--- config.mk ---
export PLATFORM = sky130hd
export DESIGN_NAME = tws_ctrl
export DESIGN_NICKNAME = d
export VERILOG_FILES = /design/src/design/tws_pkg.sv /design/src/design/tws_line_if.sv /design/src/design/tws_tick.sv /design/src/design/tws_cond_det.sv /design/src/design/tws_ctrl.sv
export VERILOG_INCLUDE_DIRS = /design/src /design/src/design
export SDC_FILE = /design/constraint.sdc
export NUM_CORES = 1
export LEC_CHECK = 0
export BUFFER_PORTS_ARGS = -buffer_cell sky130_fd_sc_hd__clkbuf_2
export CAP_MARGIN = 20
export CELL_PAD_IN_SITES_DETAIL_PLACEMENT = 0
export CELL_PAD_IN_SITES_GLOBAL_PLACEMENT = 2
export CORE_MARGIN = 2
export CORE_UTILIZATION = 35
export DETAILED_ROUTE_END_ITERATION = 10
export MAX_ROUTING_LAYER = met4
export PLACE_DENSITY = 0.85
export RECOVER_POWER = 25
export REMOVE_ABC_BUFFERS = 1
export SYNTH_ARGS = -nofsm -noshare
export SYNTH_HDL_FRONTEND = slang
export SYNTH_SLANG_ARGS = --single-unit
--- constraint.sdc ---
create_clock -name core_clk_i -period 3.2 [get_ports core_clk_i]
set_input_delay 0 -clock core_clk_i [delete_from_list [all_inputs] [get_ports core_clk_i]]
set_output_delay 0 -clock core_clk_i [all_outputs]
set_load 0.01 [all_outputs]
--- src/design/tws_regs.svh ---
// Register offsets, field positions, reset values and timing counts
// Assumes a 32-bit APB slave with byte addresses on an 8-bit paddr
`ifndef TWS_REGS_SVH
`define TWS_REGS_SVH
`define TWS_CTRL_OFS 8'h00
`define TWS_STAT_OFS 8'h04
`define TWS_DATA_OFS 8'h08
`define TWS_OWN_OFS 8'h0c
`define TWS_DIV_OFS 8'h10
`define TWS_C_EN 3
`define TWS_C_MSEL 2
`define TWS_C_TX 1
`define TWS_C_ACKDIS 0
`define TWS_S_FLAG 4
`define TWS_S_BUSY 3
`define TWS_S_AAS 2
`define TWS_S_SRW 1
`define TWS_S_RECEIVED_ACK_STATUS 0
`define TWS_OWN_RST 7'h00
`define TWS_CLK_HZ 10000000
`define TWS_STD_KBPS 100
`define TWS_PH_PER_BIT 4
`define TWS_DIV_RST (`TWS_CLK_HZ / (`TWS_STD_KBPS * 1000 * `TWS_PH_PER_BIT) - 1)
`define TWS_DIV_MIN 4
`endif

--- src/design/tws_pkg.sv ---
// Types of the two-wire controller: states and state records
// Assumes the offsets and counts come from tws_regs.svh
package tws_pkg;
  typedef enum logic [3:0] {
    ST_IDLE = 4'h0,
    ST_START = 4'h1,
    ST_MWAIT = 4'h3,
    ST_MBIT = 4'h2,
    ST_STOP = 4'h6,
    ST_SADDR = 4'h7,
    ST_SACK = 4'h5,
    ST_SHOLD = 4'h4,
    ST_SRX = 4'hc,
    ST_STX = 4'hd,
    ST_SSKIP = 4'hf
  } tws_state_e;
  typedef struct packed {
    tws_state_e st;
    logic [1:0] ph;
    logic [3:0] bitc;
    logic en;
    logic msel;
    logic tx;
    logic ackdis;
    logic flag;
    logic busy;
    logic aas;
    logic slave_read_write_status;
    logic received_ack_status;
    logic go;
    logic [6:0] own;
    logic [7:0] div;
    logic [7:0] sh;
    logic [7:0] rxd;
    logic scl_oe;
    logic sda_oe;
    logic pready;
    logic pslverr;
    logic [31:0] prdata;
  } tws_core_s;
  typedef struct packed {
    logic [7:0] cnt;
    logic tick;
  } tws_tick_s;
  typedef struct packed {
    logic scl;
    logic sda;
    logic scl_p;
    logic sda_p;
  } tws_det_s;
endpackage

--- src/design/tws_line_if.sv ---
// Sampled bus lines and bus events passed from the detector to the core
// Assumes both ends run on the core clock
interface tws_line_if;
  logic scl;
  logic sda;
  logic scl_rise;
  logic scl_fall;
  logic start_det;
  logic stop_det;
  modport det (output scl, sda, scl_rise, scl_fall, start_det, stop_det);
  modport core (input scl, sda, scl_rise, scl_fall, start_det, stop_det);
endinterface

--- src/design/tws_tick.sv ---
// Phase enable divider: one-cycle pulse every div+1 clocks
// Assumes div is held at or above the minimum by the register logic
module tws_tick
  import tws_pkg::*;
(
  input wire logic clk_i,
  input wire logic rst_n_i,
  input wire logic en_i,
  input wire logic [7:0] div_i,
  output logic tick_o
);
  tws_tick_s r;
  tws_tick_s n;

  always_comb begin
    n = r;
    n.tick = 1'b0;
    if (!en_i) begin
      n.cnt = 8'h00;
    end else if (r.cnt >= div_i) begin
      n.cnt = 8'h00;
      n.tick = 1'b1;
    end else begin
      n.cnt = r.cnt + 8'h01;
    end
  end

  always_ff @(posedge clk_i or negedge rst_n_i) begin
    if (!rst_n_i) begin
      r <= '0;
    end else begin
      r <= n;
    end
  end

  assign tick_o = r.tick;
endmodule // tws_tick

--- src/design/tws_cond_det.sv ---
// Bus line sampler with clock edge, start and stop detection
// Assumes scl_i and sda_i are already synchronous to the clock
module tws_cond_det
  import tws_pkg::*;
(
  input wire logic clk_i,
  input wire logic rst_n_i,
  input wire logic scl_i,
  input wire logic sda_i,
  tws_line_if.det ln
);
  tws_det_s r;
  tws_det_s n;

  always_comb begin
    n = r;
    n.scl = scl_i;
    n.sda = sda_i;
    n.scl_p = r.scl;
    n.sda_p = r.sda;
  end

  always_ff @(posedge clk_i or negedge rst_n_i) begin
    if (!rst_n_i) begin
      r <= 4'hf;
    end else begin
      r <= n;
    end
  end

  assign ln.scl = r.scl;
  assign ln.sda = r.sda;
  assign ln.scl_rise = r.scl && !r.scl_p;
  assign ln.scl_fall = !r.scl && r.scl_p;
  assign ln.start_det = r.scl && r.scl_p && r.sda_p && !r.sda;
  assign ln.stop_det = r.scl && r.scl_p && !r.sda_p && r.sda;
endmodule // tws_cond_det

--- src/design/tws_ctrl.sv ---
// Two-wire bus controller, master and addressed slave, with APB registers
// Assumes APB on core_clk_i, bus pins synchronous, open-drain wired outside
`include "tws_regs.svh"

// Function
// - Start is SDA falling while SCL high, generated as master, detected as slave.
// - Stop is SDA rising while SCL high, ending the transaction.
// - Data bits change SDA only while SCL is low.
// - Eight data bits then a ninth acknowledge bit driven low by receiver.
// - First byte after start is the address; only a matching device acknowledges.
// - Address LSB one means master reads, zero means master writes.
// - A slave may hold SCL low; master waits for release before continuing.
// - Supports 100 kbps and bit rates up to clock divided by twenty.
// - Setting master select with transmit direction set drives a start.
// - Master transmit: data write shifts byte out, flag set after acknowledge slot.
// - Master receive: dummy data read clocks the first byte in.
// - After a received byte, acknowledge unless disabled, then set the flag.
// - Master receive: every data read fetches the next byte.
// - Received acknowledge status records the slave answer to the last byte.
// - Clearing master select generates a stop.
// - Slave: address match sets the flag; controller acknowledges the address itself.
// - Slave read/write status reports direction; software sets transmit bit to match.
// - Receiving slave holds SCL low until software reads the data register.
// - Transmitting slave holds SCL low until software writes the data register.
// - Flag is raised after every byte sent or received.
// - Lost arbitration clears master select by hardware.
module tws_ctrl
  import tws_pkg::*;
(
  input wire logic core_clk_i,
  input wire logic rst_n_i,
  input wire logic psel_i,
  input wire logic penable_i,
  input wire logic pwrite_i,
  input wire logic [7:0] paddr_i,
  input wire logic [31:0] pwdata_i,
  output logic [31:0] prdata_o,
  output logic pready_o,
  output logic pslverr_o,
  input wire logic scl_i,
  output logic scl_o,
  output logic scl_oe_o,
  input wire logic sda_i,
  output logic sda_o,
  output logic sda_oe_o
);
  ////////////////////////////////////////////////////////////////////////////
  logic [1:0] rst_sync_r;
  logic rst_n;
  tws_core_s r;
  tws_core_s n;
  logic tick;
  logic setup;
  logic acc;
  logic wr;
  logic rd;
  logic wr_data;
  logic rd_data;
  logic set_flag;
  logic clr_flag;
  logic slave_st;

  tws_line_if ln ();

  always_ff @(posedge core_clk_i or negedge rst_n_i) begin
    if (!rst_n_i) begin
      rst_sync_r <= 2'b00;
    end else begin
      rst_sync_r <= {rst_sync_r[0], 1'b1};
    end
  end
  assign rst_n = rst_sync_r[1];

  tws_tick u_tick (
    .clk_i(core_clk_i),
    .rst_n_i(rst_n),
    .en_i(r.en),
    .div_i(r.div),
    .tick_o(tick)
  );

  tws_cond_det u_det (
    .clk_i(core_clk_i),
    .rst_n_i(rst_n),
    .scl_i(scl_i),
    .sda_i(sda_i),
    .ln(ln)
  );

  ////////////////////////////////////////////////////////////////////////////
  always_comb begin
    n = r;
    setup = psel_i && !penable_i;
    acc = psel_i && penable_i && r.pready;
    wr = acc && pwrite_i && !r.pslverr;
    rd = acc && !pwrite_i && !r.pslverr;
    wr_data = wr && (paddr_i == `TWS_DATA_OFS);
    rd_data = rd && (paddr_i == `TWS_DATA_OFS);
    clr_flag = wr && (paddr_i == `TWS_STAT_OFS) && pwdata_i[`TWS_S_FLAG];
    set_flag = 1'b0;
    slave_st = r.st inside {ST_IDLE, ST_SSKIP, ST_SADDR, ST_SACK, ST_SHOLD, ST_SRX, ST_STX};
    // Bus slave: read data and error captured in the setup cycle
    n.pready = setup;
    n.pslverr = 1'b0;
    if (setup) begin
      n.prdata = 32'h0;
      if (paddr_i == `TWS_CTRL_OFS) begin
        n.prdata[3:0] = {r.en, r.msel, r.tx, r.ackdis};
      end else if (paddr_i == `TWS_STAT_OFS) begin
        n.prdata[4:0] = {r.flag, r.busy, r.aas, r.slave_read_write_status, r.received_ack_status};
      end else if (paddr_i == `TWS_DATA_OFS) begin
        n.prdata[7:0] = r.rxd;
      end else if (paddr_i == `TWS_OWN_OFS) begin
        n.prdata[6:0] = r.own;
      end else if (paddr_i == `TWS_DIV_OFS) begin
        n.prdata[7:0] = r.div;
      end else begin
        n.pslverr = 1'b1;
      end
    end
    if (wr && (paddr_i == `TWS_CTRL_OFS)) begin
      n.en = pwdata_i[`TWS_C_EN];
      n.msel = pwdata_i[`TWS_C_MSEL];
      n.tx = pwdata_i[`TWS_C_TX];
      n.ackdis = pwdata_i[`TWS_C_ACKDIS];
    end
    if (wr && (paddr_i == `TWS_OWN_OFS)) begin
      n.own = pwdata_i[6:0];
    end
    if (wr && (paddr_i == `TWS_DIV_OFS)) begin
      n.div = (pwdata_i[7:0] < 8'(`TWS_DIV_MIN)) ? 8'(`TWS_DIV_MIN) : pwdata_i[7:0];
    end
    if (ln.start_det) begin
      n.busy = 1'b1;
    end else if (ln.stop_det) begin
      n.busy = 1'b0;
    end
    //////////////////////////////////////////////////////////////////////////
    if (!r.en) begin
      n.st = ST_IDLE;
      n.scl_oe = 1'b0;
      n.sda_oe = 1'b0;
      n.aas = 1'b0;
      n.go = 1'b0;
    end else begin
      case (r.st)
        ST_IDLE, ST_SSKIP: begin
          n.scl_oe = 1'b0;
          n.sda_oe = 1'b0;
          if (r.msel && r.tx && !r.busy) begin
            n.st = ST_START;
            n.ph = 2'd0;
            n.go = 1'b0;
          end
        end
        ST_START: begin
          // Early data write is kept and sent once the start is done
          if (wr_data && r.tx) begin
            n.sh = pwdata_i[7:0];
            n.go = 1'b1;
          end
          if (tick) begin
            n.ph = r.ph + 2'd1;
            if (r.ph == 2'd0 && !ln.scl) begin
              n.ph = r.ph;
            end else if (r.ph == 2'd1) begin
              n.sda_oe = 1'b1;
            end else if (r.ph == 2'd3) begin
              n.scl_oe = 1'b1;
              n.st = ST_MWAIT;
            end
          end
        end
        ST_MWAIT: begin
          n.scl_oe = 1'b1;
          if (tick) begin
            n.sda_oe = 1'b0;
          end
          if (!r.msel) begin
            n.st = ST_STOP;
            n.ph = 2'd0;
          end else if ((wr_data || r.go) && r.tx) begin
            n.sh = wr_data ? pwdata_i[7:0] : r.sh;
            n.go = 1'b0;
            n.st = ST_MBIT;
            n.ph = 2'd0;
            n.bitc = 4'd0;
          end else if (rd_data && !r.tx) begin
            n.st = ST_MBIT;
            n.ph = 2'd0;
            n.bitc = 4'd0;
          end
        end
        ST_MBIT: if (tick) begin
          n.ph = r.ph + 2'd1;
          case (r.ph)
            2'd0: n.scl_oe = 1'b1;
            2'd1: begin
              if (r.bitc == 4'd8) begin
                n.sda_oe = r.tx ? 1'b0 : !r.ackdis;
              end else begin
                n.sda_oe = r.tx && !r.sh[7];
              end
            end
            2'd2: n.scl_oe = 1'b0;
            default: begin
              if (!ln.scl) begin
                n.ph = r.ph;
              end else if (r.bitc == 4'd8) begin
                n.st = ST_MWAIT;
                n.scl_oe = 1'b1;
                set_flag = 1'b1;
                if (r.tx) begin
                  n.received_ack_status = ln.sda;
                end else begin
                  n.rxd = r.sh;
                end
              end else if (r.tx && r.sh[7] && !ln.sda) begin
                n.msel = 1'b0;
                n.st = ST_IDLE;
                n.scl_oe = 1'b0;
                n.sda_oe = 1'b0;
                set_flag = 1'b1;
              end else begin
                n.sh = {r.sh[6:0], ln.sda};
                n.bitc = r.bitc + 4'd1;
              end
            end
          endcase
        end
        ST_STOP: if (tick) begin
          n.ph = r.ph + 2'd1;
          case (r.ph)
            2'd0: n.sda_oe = 1'b1;
            2'd1: n.scl_oe = 1'b0;
            2'd2: if (!ln.scl) n.ph = r.ph;
            default: begin
              n.sda_oe = 1'b0;
              n.st = ST_IDLE;
            end
          endcase
        end
        ST_SADDR, ST_SRX: begin
          if (ln.scl_rise && r.bitc < 4'd8) begin
            n.sh = {r.sh[6:0], ln.sda};
            n.bitc = r.bitc + 4'd1;
          end else if (ln.scl_fall && r.bitc == 4'd8) begin
            n.st = ST_SACK;
            if (r.st == ST_SRX) begin
              n.rxd = r.sh;
              n.sda_oe = !r.ackdis;
            end else if (r.sh[7:1] == r.own) begin
              n.rxd = r.sh;
              n.sda_oe = 1'b1;
              n.aas = 1'b1;
              n.slave_read_write_status = r.sh[0];
            end else begin
              n.st = ST_SSKIP;
            end
          end
        end
        ST_SACK: begin
          if (ln.scl_rise && !r.sda_oe) begin
            n.received_ack_status = ln.sda;
          end else if (ln.scl_fall) begin
            n.sda_oe = 1'b0;
            set_flag = 1'b1;
            if (!r.sda_oe && r.received_ack_status) begin
              n.st = ST_SSKIP;
            end else begin
              n.scl_oe = 1'b1;
              n.st = ST_SHOLD;
              n.go = 1'b0;
            end
          end
        end
        ST_SHOLD: begin
          n.scl_oe = 1'b1;
          if (r.go) begin
            if (tick) begin
              n.scl_oe = 1'b0;
              n.go = 1'b0;
              n.bitc = 4'd0;
              n.st = r.tx ? ST_STX : ST_SRX;
            end
          end else if (wr_data && r.tx) begin
            n.sh = pwdata_i[7:0];
            n.sda_oe = !pwdata_i[7];
            n.go = 1'b1;
          end else if (rd_data && !r.tx) begin
            n.go = 1'b1;
          end
        end
        ST_STX: if (ln.scl_fall) begin
          if (r.bitc == 4'd7) begin
            n.sda_oe = 1'b0;
            n.st = ST_SACK;
          end else begin
            n.sh = {r.sh[6:0], 1'b0};
            n.sda_oe = !r.sh[6];
            n.bitc = r.bitc + 4'd1;
          end
        end
        default: n.st = ST_IDLE;
      endcase
      if (!r.msel && slave_st) begin
        if (ln.stop_det) begin
          n.st = ST_IDLE;
          n.aas = 1'b0;
          n.scl_oe = 1'b0;
          n.sda_oe = 1'b0;
          n.go = 1'b0;
        end else if (ln.start_det) begin
          n.st = ST_SADDR;
          n.bitc = 4'd0;
          n.aas = 1'b0;
          n.scl_oe = 1'b0;
          n.sda_oe = 1'b0;
          n.go = 1'b0;
        end
      end
    end
    n.flag = (r.flag && !clr_flag) || set_flag;
  end

  always_ff @(posedge core_clk_i or negedge rst_n) begin
    if (!rst_n) begin
      r <= '0;
      r.div <= 8'(`TWS_DIV_RST);
      r.own <= `TWS_OWN_RST;
    end else begin
      r <= n;
    end
  end

  assign prdata_o = r.prdata;
  assign pready_o = r.pready;
  assign pslverr_o = r.pslverr;
  assign scl_o = 1'b0;
  assign sda_o = 1'b0;
  assign scl_oe_o = r.scl_oe;
  assign sda_oe_o = r.sda_oe;

  ////////////////////////////////////////////////////////////////////////////
  property p_start_gen;
    @(posedge core_clk_i) disable iff (!rst_n)
      r.st == ST_START && $rose(r.sda_oe) |-> ln.scl && !r.scl_oe;
  endproperty
  a_start_gen: assert property (p_start_gen) else $error("Start without SCL high");

  property p_stop_gen;
    @(posedge core_clk_i) disable iff (!rst_n)
      $past(r.st) == ST_STOP && $fell(r.sda_oe) |-> !r.scl_oe && $past(ln.scl);
  endproperty
  a_stop_gen: assert property (p_stop_gen) else $error("Stop without SCL high");

  property p_sda_low_phase;
    @(posedge core_clk_i) disable iff (!rst_n)
      r.st inside {ST_MBIT, ST_STX} && $changed(r.sda_oe) |-> $past(r.scl_oe) || !$past(ln.scl);
  endproperty
  a_sda_low_phase: assert property (p_sda_low_phase) else $error("SDA moved with SCL high");

  property p_stretch_wait;
    @(posedge core_clk_i) disable iff (!rst_n)
      r.en && r.st == ST_MBIT && r.ph == 2'd3 && !ln.scl |=> r.ph == 2'd3 && !r.scl_oe;
  endproperty
  a_stretch_wait: assert property (p_stretch_wait) else $error("Master ran past held SCL");

  property p_div_min;
    @(posedge core_clk_i) disable iff (!rst_n)
      r.div >= 8'(`TWS_DIV_MIN);
  endproperty
  a_div_min: assert property (p_div_min) else $error("Divider below minimum");

  property p_start_req;
    @(posedge core_clk_i) disable iff (!rst_n)
      r.en && r.st == ST_IDLE && r.msel && r.tx && !r.busy && !wr |=> r.st == ST_START;
  endproperty
  a_start_req: assert property (p_start_req) else $error("No start after master select");

  property p_tx_launch;
    @(posedge core_clk_i) disable iff (!rst_n)
      r.en && r.st == ST_MWAIT && r.msel && r.tx && (wr_data || r.go)
      |=> r.st == ST_MBIT && r.bitc == 4'd0;
  endproperty
  a_tx_launch: assert property (p_tx_launch) else $error("Data write did not start byte");

  property p_mrx_ack;
    @(posedge core_clk_i) disable iff (!rst_n)
      r.st == ST_MBIT && r.bitc == 4'd8 && r.ph == 2'd2 && !r.tx |-> r.sda_oe == !r.ackdis;
  endproperty
  a_mrx_ack: assert property (p_mrx_ack) else $error("Wrong master acknowledge");

  property p_received_ack_status_rec;
    @(posedge core_clk_i) disable iff (!rst_n)
      r.en && tick && r.st == ST_MBIT && r.bitc == 4'd8 && r.ph == 2'd3 && ln.scl && r.tx
      |=> r.received_ack_status == $past(ln.sda) && r.flag;
  endproperty
  a_received_ack_status_rec: assert property (p_received_ack_status_rec) else $error("Acknowledge not recorded");

  property p_stop_req;
    @(posedge core_clk_i) disable iff (!rst_n)
      r.en && r.st == ST_MWAIT && !r.msel && !wr |=> r.st == ST_STOP;
  endproperty
  a_stop_req: assert property (p_stop_req) else $error("No stop after master clear");

  property p_addr_dir;
    @(posedge core_clk_i) disable iff (!rst_n)
      $rose(r.aas) |-> r.slave_read_write_status == r.rxd[0] && r.rxd[7:1] == r.own && r.sda_oe;
  endproperty
  a_addr_dir: assert property (p_addr_dir) else $error("Address match state wrong");

  property p_slave_hold;
    @(posedge core_clk_i) disable iff (!rst_n)
      r.st == ST_SHOLD && !r.go |-> r.scl_oe;
  endproperty
  a_slave_hold: assert property (p_slave_hold) else $error("Slave released SCL early");

  property p_flag_src;
    @(posedge core_clk_i) disable iff (!rst_n)
      $rose(r.flag) |-> $past(r.st) inside {ST_MBIT, ST_SACK};
  endproperty
  a_flag_src: assert property (p_flag_src) else $error("Flag set outside byte end");

  property p_arb_lost;
    @(posedge core_clk_i) disable iff (!rst_n)
      $past(r.st) == ST_MBIT && r.st == ST_IDLE && r.en |-> !r.msel && r.flag;
  endproperty
  a_arb_lost: assert property (p_arb_lost) else $error("Arbitration loss kept master");

  property p_stop_idle;
    @(posedge core_clk_i) disable iff (!rst_n)
      r.en && !r.msel && slave_st && ln.stop_det && !wr |=> r.st == ST_IDLE && !r.scl_oe;
  endproperty
  a_stop_idle: assert property (p_stop_idle) else $error("Slave ignored stop");
endmodule // tws_ctrl

==> out/metrics.cfg <==
[status]
status = complete, but fails checks
violations = capacitance limit, slew limit

[synthesis]
synth_edf_count = 0
synth_cells = 602
synth-seq-cells = 78
yosysMostFrequentCell = dfrtp_1
synth-compound-area-share_pct = 19.21
avgSynthCellArea_um2 = 8.891
synthXorXnorAreaFrac_pct = 2.782
synth_adder_area_share_pct = 3.506
synth_common_cells = dfrtp_1, nand2_1, nor2_1
synth.cell_area_um2 = 5353
synth_top_family_by_area = simple AND/OR/NAND/NOR gates
synth.distinct_cells = 77
ys.flop_type = dfrtp_1
synthArstFlopShare_pct = 100.0
yosys.area_share.simple_pct = 21.22
synth_warnings = 0
synth.largest_area_cell = dfrtp_1
ys_seq_area_share_pct = 36.61
synthTopCellsByArea = dfrtp_1, buf_4, nand2_1
synth_top_area_share_pct = 33.66
muxShareOfSynthArea_pct = 7.153

[setup_path]
endpoint_kind = flop
critPathKind = flop to flop
cp.required_ns = 3.45
critPathMaxFanout = 21
cp.arrival_ns = 2.91
start_kind = flop

[clock_tree]
cts_resized = 0
cts_hold_buf = 11
root_buffer = clkbuf_16
cts_made_buffers = 9
post-cts-setup-buffers = 0
clk_pin_slew_worst_paths_ns = 0.06
clock-sinks = 78
clockBufferDepth = 2
cts_tree = yes
htreeDepth = 3
clock_latency_ns = 0.34

[power_and_ir_drop]
irDropWorstVdd_mv = 0.3389
leakagePower_uw = 0.002632
power_density_nw_per_um2 = 601.2
total_power_uw = 3600

[hold_path]
hp-class = primary input to flop

[route]
routedWlPerCell_um = 18.75
wirelength_mm = 15.54
drc = 0
viasPerCell = 5.600
dr.pass1.iters = 5
drtIter0Drc = 345
ant_nets = 0
via_count = 4642

[placed_design]
dp.final_hpwl_mm = 11.46
dp.cells = 801
port_buffers = 34
gp_congestion = 0.9041

[timing]
rsz0062_at_grt = no
hold_viol_final = 0
max_freq_ghz = 0.3757
finalMaxSlewViolations = 67
fin_crit_sh_pct = 83.18
min_period_ns = 2.662
tightest_slew_ns = 1.751
clock_skew_ns = 0.01097
finalSetupViolations = 0
setup_tns_ns = 0
slew-limit-headroom_pct = -16.76

[finish]
insertedDiodeCount = 0
multi_input_area_um2 = 2985
regArea_um2 = 1959
area.growth.synth_to_final_pct = 11.87
finalNetCount = 698
post-route-util_pct = 39.68
fillers = 1553
drive_gt1_share_pct = 16.22
final_cells = 829

[global_route]
grt_antenna_before_repair = 0
grt_first_pass_wirelength_mm = 25.16
grt_pass1_vias = 4656
grt_max_degree = 77
grt.total_usage_pct = 20.49
overflow = 0

[floorplanning]
rows = 45
core-area_um2 = 15090
initial_core_util_pct = 35.47
die_x_um = 127.7
dieArea_um2 = 16300
die_y_um = 127.7
ios = 85

[flow_run]
cap_violations = 1

==> layout make-up <==
class	instances	share of cell area, %
clock inverters	5	0.9820
flip-flops and latches	78	32.72
repair buffers	59	6.394
multi-input cells	455	49.85
clock buffers	11	4.053
inverters	33	2.069
well taps	188	3.928
==> metal layers <==
| metal | up-vias | global-route usage [%] | share of wire [%] |
|---|---|---|---|
| met4 | 0 | 7.434 | 2.2 |
| li1 | 2177 | - | - |
| met5 | - | - | 0 |
| met1 | 2277 | 26.98 | 46 |
| met2 | 163 | 32.02 | 47 |
| met3 | 25 | 3.339 | 5.0 |
==> cells in the final DEF (no fill, tap or decap), drive strengths merged, types with 5 or more instances in the layout <==
| cell type | Yosys | routed |
|---|---|---|
| a21o | 7 | 7 |
| a21oi | 28 | 28 |
| a221oi | 7 | 7 |
| a22o | 9 | 9 |
| a31oi | 17 | 17 |
| buf | 53 | 13 |
| clkbuf | 8 | 46 |
| conb | 2 | 27 |
| dfrtp | 72 | 72 |
| dfstp | 6 | 6 |
| dlygate4sd3 | 0 | 11 |
| ha | 15 | 15 |
| inv | 33 | 33 |
| mux2 | 18 | 18 |
| mux2i | 18 | 18 |
| nand2 | 60 | 60 |
| nand2b | 12 | 12 |
| nand3 | 24 | 24 |
| nand4 | 7 | 7 |
| nor2 | 42 | 42 |
| nor2b | 7 | 7 |
| nor3 | 23 | 23 |
| nor4 | 5 | 5 |
| o21ai | 38 | 38 |
| o22ai | 5 | 5 |
| xnor2 | 6 | 6 |
| xor2 | 11 | 11 |
==> state kept, by name (all words and copies together) (netlist names) <==
name,flops
prdata_o,8
pready_o,1
pslverr_o,1
r,51
rst_sync_r,2
scl_oe_o,1
sda_oe_o,1
u_det.ln.scl,1
u_det.ln.sda,1
u_det.r,2
u_tick.r,8
u_tick.tick_o,1
==> power by group <==
group          switching, uW  internal [uW]  total [uW]
registers                268           1130        1400
clock network            430            626        1060
logic                    635            509        1140
==> cell families after synthesis <==
family	after synthesis
flip-flops	78
AND/OR/NAND/NOR	212
other	2
multiplexers	36
adder cells (fa/ha/maj)	15
buffers and inverters	94
XOR/XNOR	17
AO/OA/AOI/OAI	148
==> stage by stage <==
stage | setup slack [ns] | hold WS, ns | area, um^2
2_1_floorplan | 0.8773 | -0.2956 | 5069
3_3_place_gp | 0.6428 | -0.2157 | 5575
3_5_place_dp | 0.5948 | -0.2135 | 5575
4_1_cts | 0.5768 | 0.006797 | 5987
5_1_grt | 0.3723 | 0.03002 | 5988
6_report | 0.5384 | 0.01581 | 5988
==> critical path: stages, from the launching register on <==
cell and delay, ns:
dfrtp_1 0.79, nor2_1 0.24, nand2_2 0.26, o21ai_1 0.20
or3_1 0.42, o32ai_4 0.39, mux2i_1 0.27
==> final timing paths <==
| path | from | endpoint | slack, ns | depth (start not counted) |
|---|---|---|---|---|
| max in group asynchronous | rst_sync_r[1] | r[36] | 0.97 | 1 |
| worst max-delay path | r[86] | r[36] | 0.54 | 6 |
| worst min register to register | rst_sync_r[1] | u_tick.r[3] | 0.18 | 0 |
| worst min-delay path | pwdata_i[7] | r[59] | 0.02 | 3 |
| worst max register to register | r[86] | r[36] | 0.54 | 6 |
| min in group asynchronous | rst_sync_r[1] | u_tick.r[3] | 0.18 | 0 |
Power figures use the tool's default switching activity.
